--- src/tap_params.svh ---
// Constants for the boundary-scan test port: codes, widths, reset values.
// Assumes inclusion by the package and the top module of the test port.
`ifndef TAP_PARAMS_SVH
`define TAP_PARAMS_SVH

// ----------------------------------------------------------------------
// Register sizes
// ----------------------------------------------------------------------
`define IR_W          8
`define ID_W          32
`define BSR_W         110
`define SYNC_W        4

// ----------------------------------------------------------------------
// Instruction codes
// ----------------------------------------------------------------------
`define IR_EXTEST     8'h00
`define IR_IDCODE     8'h81
`define IR_SAMPLE     8'h82
`define IR_HIGHZ      8'h06
`define IR_CLAMP      8'h87
`define IR_CELL_INV   8'h0C
`define IR_CAPTURE    8'h81

// ----------------------------------------------------------------------
// Reset and capture values
// ----------------------------------------------------------------------
// Identification value is arbitrary; the low bit stays one by convention
`define ID_VALUE      32'h1234_5001
// Cells left undefined at reset; none are known, so all clear to zero
`define BSR_ONES      110'h0
`define BYPASS_CAP    1'b0

`endif

--- src/tap_pkg.sv ---
// Types shared by the boundary-scan test port modules.
// Assumes tap_params.svh is on the include path.
`include "tap_params.svh"

package tap_pkg;

    // ------------------------------------------------------------------
    // Controller states, one-hot
    // ------------------------------------------------------------------
    typedef enum logic [15:0] {
        ST_RESET      = 16'h0001,
        ST_IDLE       = 16'h0002,
        ST_SEL_DR     = 16'h0004,
        ST_CAP_DR     = 16'h0008,
        ST_SHIFT_DR   = 16'h0010,
        ST_EXIT1_DR   = 16'h0020,
        ST_PAUSE_DR   = 16'h0040,
        ST_EXIT2_DR   = 16'h0080,
        ST_UPD_DR     = 16'h0100,
        ST_SEL_IR     = 16'h0200,
        ST_CAP_IR     = 16'h0400,
        ST_SHIFT_IR   = 16'h0800,
        ST_EXIT1_IR   = 16'h1000,
        ST_PAUSE_IR   = 16'h2000,
        ST_EXIT2_IR   = 16'h4000,
        ST_UPD_IR     = 16'h8000
    } tap_state_t;

    // ------------------------------------------------------------------
    // Instruction decode
    // ------------------------------------------------------------------
    typedef enum logic [1:0] {
        DR_BYPASS = 2'h0,
        DR_IDENT  = 2'h1,
        DR_BSR    = 2'h2
    } dr_sel_t;

    typedef struct packed {
        logic    test_mode;
        logic    outputs_hiz;
        logic    drive_bsr;
        logic    bsr_update_en;
        logic    invert_capture;
        dr_sel_t sel;
    } instr_decode_t;

endpackage

--- src/boundary_scan_tap_controller.sv ---
// Boundary-scan test port: controller, instruction, bypass, identification
// and boundary-scan registers. Assumes cell_in comes from core logic on clk;
// the pin mux outside uses bsr_out, drive_bsr and outputs_hiz.
//
// What this block does
// - Low test reset forces controller reset and register defaults.
// - Sample TMS/TDI and advance on test-clock rise; TDO changes on fall.
// - TMS held high reaches reset state within five test clocks.
// - Reset state disables test logic and loads identification instruction.
// - Reset state clears all boundary cells; no undefined bits are set to one.
// - Select states do nothing and leave on the next test clock.
// - Capture-DR loads selected register on the rise that exits it.
// - Shift states move one stage per rise, from TDI toward TDO.
// - TDO goes high impedance on first fall after entering Exit1.
// - Exit2 states may resume shifting; pause states hold contents.
// - Update-DR loads parallel output on the following test-clock fall, under external test and sample/preload only.
// - Capture-IR loads the fixed pattern on the exiting rise.
// - Update-IR makes the new instruction active on the following fall.
// - Eight-bit instruction decodes mode, operation, register, source.
// - External test: boundary register, capture inputs, drive outputs.
// - Sample/preload: boundary register, capture all, preload, normal mode.
// - High impedance: outputs tri-stated, bypass register captures zero.
// - Clamp: outputs held from boundary register, bypass selected.
// - Bypass and unassigned codes select one-bit bypass capturing zero.
// - Identification instruction connects identification register, normal.
// - Cell test code selects boundary register, normal mode.
// - Cell test captures the inverse of each cell's held value.
// - Identification register is 32 bits and captures the fixed code.
// - Boundary register shifts from TDI through top bit to bit zero.
`include "tap_params.svh"
`timescale 1ns/1ps
`default_nettype none

module boundary_scan_tap_controller
    import tap_pkg::*;
(
    // System
    input  wire logic               clk,
    input  wire logic               rst,
    // Test port pins
    input  wire logic               tck,
    input  wire logic               tms,
    input  wire logic               tdi,
    input  wire logic               trst_n,
    output logic                    tdo,
    output logic                    tdo_oe_n,
    // Boundary cells towards the core and the pin mux
    input  wire logic [`BSR_W-1:0]  cell_in,
    output logic      [`BSR_W-1:0]  bsr_out,
    output logic                    test_mode,
    output logic                    drive_bsr,
    output logic                    outputs_hiz,
    // Controller state, for observation
    output tap_state_t              tap_state
);

    // ------------------------------------------------------------------
    // Pin sampling and test-clock edges
    // ------------------------------------------------------------------
    logic [`SYNC_W-1:0] pins_s;
    logic               trst_n_s;
    logic               tck_s;
    logic               tms_s;
    logic               tdi_s;
    logic               tck_d_r;
    logic               tck_rise;
    logic               tck_fall;
    logic               tap_rst;
    tap_state_t         state;

    pin_sync #(
        .WIDTH (`SYNC_W)
    ) u_sync (
        .clk  (clk),
        .rst  (rst),
        .din  ({trst_n, tck, tms, tdi}),
        .dout (pins_s)
    );

    assign {trst_n_s, tck_s, tms_s, tdi_s} = pins_s;

    always_ff @(posedge clk) begin
        if (rst) begin
            tck_d_r <= 1'b0;
        end else begin
            tck_d_r <= tck_s;
        end
    end

    // TMS and TDI pass the same two stages as TCK, so they are sampled
    // with the value they had at the rising edge
    assign tck_rise = tck_s & ~tck_d_r;
    assign tck_fall = ~tck_s & tck_d_r;

    // Test reset needs no test-clock edge, only the two sampling stages
    assign tap_rst = rst | ~trst_n_s;

    tap_fsm u_fsm (
        .clk     (clk),
        .rst     (tap_rst),
        .step    (tck_rise),
        .tms     (tms_s),
        .state_r (state)
    );

    // ------------------------------------------------------------------
    // Instruction register
    // ------------------------------------------------------------------
    logic [`IR_W-1:0] ir_shift_r;
    logic [`IR_W-1:0] ir_r;
    instr_decode_t    dec;

    always_ff @(posedge clk) begin
        if (tap_rst) begin
            ir_shift_r <= `IR_IDCODE;
        end else if (tck_rise) begin
            if (state == ST_CAP_IR) begin
                ir_shift_r <= `IR_CAPTURE;
            end else if (state == ST_SHIFT_IR) begin
                ir_shift_r <= {tdi_s, ir_shift_r[`IR_W-1:1]};
            end
        end
    end

    always_ff @(posedge clk) begin
        if (tap_rst || state == ST_RESET) begin
            ir_r <= `IR_IDCODE;
        end else if (tck_fall && state == ST_UPD_IR) begin
            ir_r <= ir_shift_r;
        end
    end

    // Reserved codes fall to bypass here; the tester must not load them
    function automatic instr_decode_t decode(input logic [`IR_W-1:0] code);
        instr_decode_t d;
        d = '{test_mode: 1'b0, outputs_hiz: 1'b0, drive_bsr: 1'b0,
              bsr_update_en: 1'b0, invert_capture: 1'b0, sel: DR_BYPASS};
        unique case (code)
            `IR_EXTEST: begin
                d.test_mode     = 1'b1;
                d.drive_bsr     = 1'b1;
                d.bsr_update_en = 1'b1;
                d.sel           = DR_BSR;
            end
            `IR_IDCODE: begin
                d.sel = DR_IDENT;
            end
            `IR_SAMPLE: begin
                d.bsr_update_en = 1'b1;
                d.sel           = DR_BSR;
            end
            `IR_HIGHZ: begin
                d.test_mode   = 1'b1;
                d.outputs_hiz = 1'b1;
            end
            `IR_CLAMP: begin
                d.test_mode = 1'b1;
                d.drive_bsr = 1'b1;
            end
            `IR_CELL_INV: begin
                d.invert_capture = 1'b1;
                d.sel            = DR_BSR;
            end
            default: begin
                d.sel = DR_BYPASS;
            end
        endcase
        return d;
    endfunction

    assign dec = decode(ir_r);

    // ------------------------------------------------------------------
    // Data registers
    // ------------------------------------------------------------------
    logic              bypass_r;
    logic [`ID_W-1:0]  id_shift_r;
    logic [`BSR_W-1:0] bsr_shift_r;
    logic [`BSR_W-1:0] bsr_upd_r;
    logic              cap_dr;
    logic              shift_dr;

    // Capture acts on the rise that leaves Capture-DR
    assign cap_dr   = tck_rise && state == ST_CAP_DR;
    assign shift_dr = tck_rise && state == ST_SHIFT_DR;

    always_ff @(posedge clk) begin
        if (tap_rst) begin
            bypass_r <= `BYPASS_CAP;
        end else if (dec.sel == DR_BYPASS) begin
            if (cap_dr) begin
                bypass_r <= `BYPASS_CAP;
            end else if (shift_dr) begin
                bypass_r <= tdi_s;
            end
        end
    end

    always_ff @(posedge clk) begin
        if (tap_rst) begin
            id_shift_r <= `ID_VALUE;
        end else if (dec.sel == DR_IDENT) begin
            if (cap_dr) begin
                id_shift_r <= `ID_VALUE;
            end else if (shift_dr) begin
                id_shift_r <= {tdi_s, id_shift_r[`ID_W-1:1]};
            end
        end
    end

    // Cell test reads back the held cells inverted, so both the shift
    // stage and the held stage are exercised in one pass
    always_ff @(posedge clk) begin
        if (tap_rst || state == ST_RESET) begin
            bsr_shift_r <= `BSR_ONES;
        end else if (dec.sel == DR_BSR) begin
            if (cap_dr) begin
                bsr_shift_r <= dec.invert_capture ? ~bsr_upd_r
                                                  : cell_in;
            end else if (shift_dr) begin
                bsr_shift_r <= {tdi_s, bsr_shift_r[`BSR_W-1:1]};
            end
        end
    end

    // Clamp leaves the update enable off, so held outputs cannot move
    always_ff @(posedge clk) begin
        if (tap_rst || state == ST_RESET) begin
            bsr_upd_r <= `BSR_ONES;
        end else if (tck_fall && state == ST_UPD_DR && dec.bsr_update_en) begin
            bsr_upd_r <= bsr_shift_r;
        end
    end

    // ------------------------------------------------------------------
    // Serial output
    // ------------------------------------------------------------------
    logic tdo_r;
    logic tdo_oe_n_r;
    logic dr_lsb;

    always_comb begin
        unique case (dec.sel)
            DR_IDENT: dr_lsb = id_shift_r[0];
            DR_BSR:   dr_lsb = bsr_shift_r[0];
            default:  dr_lsb = bypass_r;
        endcase
    end

    // Driven only during shift states; released on the first fall in Exit1
    always_ff @(posedge clk) begin
        if (tap_rst) begin
            tdo_r      <= 1'b0;
            tdo_oe_n_r <= 1'b1;
        end else if (tck_fall) begin
            if (state == ST_SHIFT_DR) begin
                tdo_r      <= dr_lsb;
                tdo_oe_n_r <= 1'b0;
            end else if (state == ST_SHIFT_IR) begin
                tdo_r      <= ir_shift_r[0];
                tdo_oe_n_r <= 1'b0;
            end else begin
                tdo_oe_n_r <= 1'b1;
            end
        end
    end

    // ------------------------------------------------------------------
    // Mode outputs
    // ------------------------------------------------------------------
    logic test_mode_r;
    logic drive_bsr_r;
    logic outputs_hiz_r;

    always_ff @(posedge clk) begin
        if (tap_rst) begin
            test_mode_r   <= 1'b0;
            drive_bsr_r   <= 1'b0;
            outputs_hiz_r <= 1'b0;
        end else begin
            test_mode_r   <= dec.test_mode;
            drive_bsr_r   <= dec.drive_bsr;
            outputs_hiz_r <= dec.outputs_hiz;
        end
    end

    assign tdo         = tdo_r;
    assign tdo_oe_n    = tdo_oe_n_r;
    assign bsr_out     = bsr_upd_r;
    assign test_mode   = test_mode_r;
    assign drive_bsr   = drive_bsr_r;
    assign outputs_hiz = outputs_hiz_r;
    assign tap_state   = state;

endmodule

`default_nettype wire

--- src/pin_sync.sv ---
// Two-flop synchroniser for the test port pins.
// Assumes the pins are asynchronous to clk; reset value is all zero.
`timescale 1ns/1ps
`default_nettype none

module pin_sync #(
    parameter int WIDTH = 4
) (
    // System
    input  wire logic             clk,
    input  wire logic             rst,
    // Pins in, synchronised out
    input  wire logic [WIDTH-1:0] din,
    output logic      [WIDTH-1:0] dout
);

    logic [WIDTH-1:0] meta_r;
    logic [WIDTH-1:0] sync_r;

    always_ff @(posedge clk) begin
        if (rst) begin
            meta_r <= '0;
            sync_r <= '0;
        end else begin
            meta_r <= din;
            sync_r <= meta_r;
        end
    end

    assign dout = sync_r;

endmodule

`default_nettype wire

--- src/tap_fsm.sv ---
// Sixteen-state test access port controller.
// Assumes step is a one-cycle pulse on each rising test-clock edge.
`timescale 1ns/1ps
`default_nettype none

module tap_fsm
    import tap_pkg::*;
(
    // System
    input  wire logic       clk,
    input  wire logic       rst,
    // Sampled test port
    input  wire logic       step,
    input  wire logic       tms,
    // State
    output tap_state_t      state_r
);

    tap_state_t state_nxt;

    always_comb begin
        state_nxt = state_r;
        unique case (state_r)
            ST_RESET:    state_nxt = tms ? ST_RESET    : ST_IDLE;
            ST_IDLE:     state_nxt = tms ? ST_SEL_DR   : ST_IDLE;
            ST_SEL_DR:   state_nxt = tms ? ST_SEL_IR   : ST_CAP_DR;
            ST_CAP_DR:   state_nxt = tms ? ST_EXIT1_DR : ST_SHIFT_DR;
            ST_SHIFT_DR: state_nxt = tms ? ST_EXIT1_DR : ST_SHIFT_DR;
            ST_EXIT1_DR: state_nxt = tms ? ST_UPD_DR   : ST_PAUSE_DR;
            ST_PAUSE_DR: state_nxt = tms ? ST_EXIT2_DR : ST_PAUSE_DR;
            ST_EXIT2_DR: state_nxt = tms ? ST_UPD_DR   : ST_SHIFT_DR;
            ST_UPD_DR:   state_nxt = tms ? ST_SEL_DR   : ST_IDLE;
            ST_SEL_IR:   state_nxt = tms ? ST_RESET    : ST_CAP_IR;
            ST_CAP_IR:   state_nxt = tms ? ST_EXIT1_IR : ST_SHIFT_IR;
            ST_SHIFT_IR: state_nxt = tms ? ST_EXIT1_IR : ST_SHIFT_IR;
            ST_EXIT1_IR: state_nxt = tms ? ST_UPD_IR   : ST_PAUSE_IR;
            ST_PAUSE_IR: state_nxt = tms ? ST_EXIT2_IR : ST_PAUSE_IR;
            ST_EXIT2_IR: state_nxt = tms ? ST_UPD_IR   : ST_SHIFT_IR;
            ST_UPD_IR:   state_nxt = tms ? ST_SEL_DR   : ST_IDLE;
            default:     state_nxt = ST_RESET;
        endcase
    end

    // Transitions follow the standard graph; TMS high reaches reset in 5
    always_ff @(posedge clk) begin
        if (rst) begin
            state_r <= ST_RESET;
        end else if (step) begin
            state_r <= state_nxt;
        end
    end

endmodule

`default_nettype wire

--- config.mk ---
export PLATFORM = sky130hd
export DESIGN_NAME = boundary_scan_tap_controller
export DESIGN_NICKNAME = d
export VERILOG_FILES = /design/src/tap_pkg.sv /design/src/boundary_scan_tap_controller.sv /design/src/pin_sync.sv /design/src/tap_fsm.sv
export VERILOG_INCLUDE_DIRS = /design/src
export SDC_FILE = /design/constraint.sdc
export NUM_CORES = 1
export LEC_CHECK = 0
export BUFFER_PORTS_ARGS = -buffer_cell sky130_fd_sc_hd__clkbuf_2
export CORE_MARGIN = 2
export CORE_UTILIZATION = 40
export CTS_CLUSTER_DIAMETER = 150
export DETAILED_ROUTE_END_ITERATION = 7
export PLACE_DENSITY = 0.63
export SYNTH_ARGS = -nofsm -noshare
export SYNTH_HDL_FRONTEND = slang
export SYNTH_SLANG_ARGS = --single-unit
--- constraint.sdc ---
create_clock -name clk -period 3.3 [get_ports clk]
set_clock_uncertainty 0.1 [all_clocks]
set_input_delay 0.66 -clock clk [delete_from_list [all_inputs] [get_ports clk]]
set_output_delay 0.66 -clock clk [all_outputs]
set_load 0.01 [all_outputs]
==> out/metrics.yaml <==
ios: 247
wl_per_cell_microns: 15.5
setup_tns_ps: 0
cts_hold_buf: 0
routed_via_density: 5.31
clock-sinks: 299
ff2ff_setup_slack_ps: 540
ys_ff_latch: 299
portBuffers: 246
worstMarginPinSlew_ps: 1200
rows: 64
worstSetupPathType: "reg2reg"
yosys-top-cells-area: "dfxtp_1, nand2_1, o21ai_1, o211ai_1, a21oi_1"
p_per_area_mw_per_mm2: 492
synth_fp_nets: 1751
status: "complete, no violations"
core_sq_mm: 0.0307
die_x_microns: 181
vias: 11800
dp_cells: 2161
seq_area_frac_synth_pct: 47.9
grt_overflow: 0
grt_pass1_vias: 11000
start_util_pct: 40.7
internal_power_mw: 5.91
maxCapViolations: 0
ir_drop_mv: 0.275
die_height_microns: 181
yosysTopAreaCell: "dfxtp_1"
cp.arrival_ps: 3020
grt_setup_unrepaired: "false"
timing.critical_path.required_ps: 3560
fin_crit_ps: 2760
wirelength_microns: 34400
async_flop_share_pct: 0
timing.final.crit_share_pct: 83.8
cts_htree_levels: 2
p_seq_share_pct: 48.9
crit_family: "simple AND/OR/NAND/NOR gates"
cp_common_cell: "nor2_1"
ys.flop_type: "dfxtp_1"
relSlewSlack_pct: 20.0
ant_nets: 0
syn_inst: 1632
p_switching_mw: 1.50
clock_path_buffers: 3
stdcell_count: 2218
power_mw: 7.40
globalRouteTotalUtil_pct: 20.5
drtPass1Iterations: 6
p_sw_share_pct: 20.2
synth.most_common_cell: "nand2_1"
setup_viol: 0
cts_setup_buffers: 0
synth_area_per_cell_sq_um: 7.65
design.die.area_sq_mm: 0.0327
gp_congestion: 0.871
yosysUniqueCellTypes: 45
cp_slowest_cell: "nor4_4"
synth_edf_count: 0
antenna_found_initial: 0
cts.repair.resized: 0
n_antenna_cell: 0
cp-start-kind: "register"
worst-path-max-fanout: 39
drt_iter0_drc: 928
finalHoldViolations: 0
cp_num_buf_inv: 1
syn_area_sq_mm: 0.0125
drc: 0
end_kind: "register"
clk_latency_ps: 500
synthTopCellsByCount: "nand2_1, dfxtp_1, o21ai_1, a21oi_1, o211ai_1"
cts_tree: "yes"
num-nets-final: 1920
timing.fmax_ghz: 0.362
root_buffer: "clkbuf_16"
drive_gt1_share_pct: 18.5
grt_max_degree: 221
cts_buffers: 34
syn2layout_area_growth_pct: 20.5
p_comb_share_pct: 1.8
clk_pin_slew_worst_paths_ps: 50
clkPwrFrac_pct: 49.3
worstPathCellList: "nor4_4, nand3_1, nor2_1, nor2_1, nand4_1, buf_4, o21ai_1"
synth_warnings: 0
slew_viol_final: 0
grt_pass1_wl_microns: 56400
synth_top_area_share_pct: 47.9
leakagePower_nw: 5.34
hpwlAfterDp_microns: 21400
hold_class: "in2reg"
post-route-util_pct: 49.1
cpPeakStageDelay_ps: 540
[flip-flops by register name, summed over array words and instances, names as in the netlist]
| name | cells |
|---|---|
| u_sync.dout | 4 |
| ir_shift_r | 8 |
| tdo_oe_n | 1 |
| bsr_shift_r | 110 |
| drive_bsr | 1 |
| bypass_r | 1 |
| bsr_out | 110 |
| tck_d_r | 1 |
| outputs_hiz | 1 |
| tdo | 1 |
| test_mode | 1 |
| u_fsm.state_r | 16 |
| id_shift_r | 32 |
| u_sync.meta_r | 4 |
| ir_r | 8 |
[layer usage]
layer	GRT usage, %	part of all wire [%]	up-vias
li1	-	-	5954
met1	28.3	47	5444
met2	33.2	46	320
met3	3.43	5.5	49
met4	5.26	1.8	0
met5	0	0	-
[stage by stage]
| step | cell area (sq um) | hold slack, ps | setup slack [ps] |
|---|---|---|---|
| floorplan | 12500 | 314 | 886 |
| global placement | 14000 | 318 | 613 |
| detailed placement | 14000 | 320 | 524 |
| CTS | 15100 | 252 | 532 |
| global route | 15100 | 262 | 256 |
| finish | 15100 | 272 | 536 |
[final cells by class]
type / instances / area (sq um)
multi-input cells: 1188 / 5930
flip-flops and latches: 299 / 5990
repair buffers: 275 / 1550
clock inverters: 4 / 45.0
well taps: 396 / 495
fillers: 3076 / 15600
inverters: 3 / 11.3
clock buffers: 53 / 1040
[kinds of logic after synthesis]
logic type	share of synthesized area (%)
muxes	0.801
AOI/OAI and AO/OA	23.1
buffers and inverters	4.90
and+or+nand+nor	22.6
xor gates and xnor gates	0.351
DFF	47.9
adders and majority gates	0.301
[power groups by stage]
stage / logic, mW / registers, mW / clock network [mW]
finish: 0.132 / 3.62 / 3.65
global route: 0.147 / 3.62 / 3.91
CTS: 0.133 / 3.62 / 3.75
detailed placement: 0.132 / 3.70 / 0
global placement: 0.132 / 3.70 / 0
floorplan: 0.0484 / 3.70 / 0
[worst paths after layout]
check                   start               end  depth (start not counted)
max          u_fsm.state_r[5]   bsr_shift_r[89]                          7
min                       tms  u_sync.meta_r[1]                          2
max reg2reg  u_fsm.state_r[5]   bsr_shift_r[89]                          7
min reg2reg  u_sync.meta_r[1]    u_sync.dout[1]                          1
[layout by cell type, fill, tap and decap left out, types with 2 or more instances in the layout]
cell type,count
nand2b_1,10
or4_1,2
nor4_4,2
buf_4,21
o211ai_1,111
dfxtp_1,299
a21oi_1,151
o21ai_1,201
nand4b_1,3
nand3b_1,5
nor4_2,2
clkbuf_16,37
nand4_1,8
inv_1,3
or4b_2,2
o21ai_0,34
nand2_1,486
ha_1,3
clkinv_2,3
and2_1,2
mux2i_1,10
a22oi_1,11
and3_1,2
nand3_1,40
clkbuf_1,11
nor4_1,7
nor3_1,16
nor4b_1,5
nor2b_1,13
clkbuf_2,246
clkbuf_8,5
nor2_1,40
xnor2_1,4
or3b_1,2
buf_12,8
(Power assumes the default switching activity.)
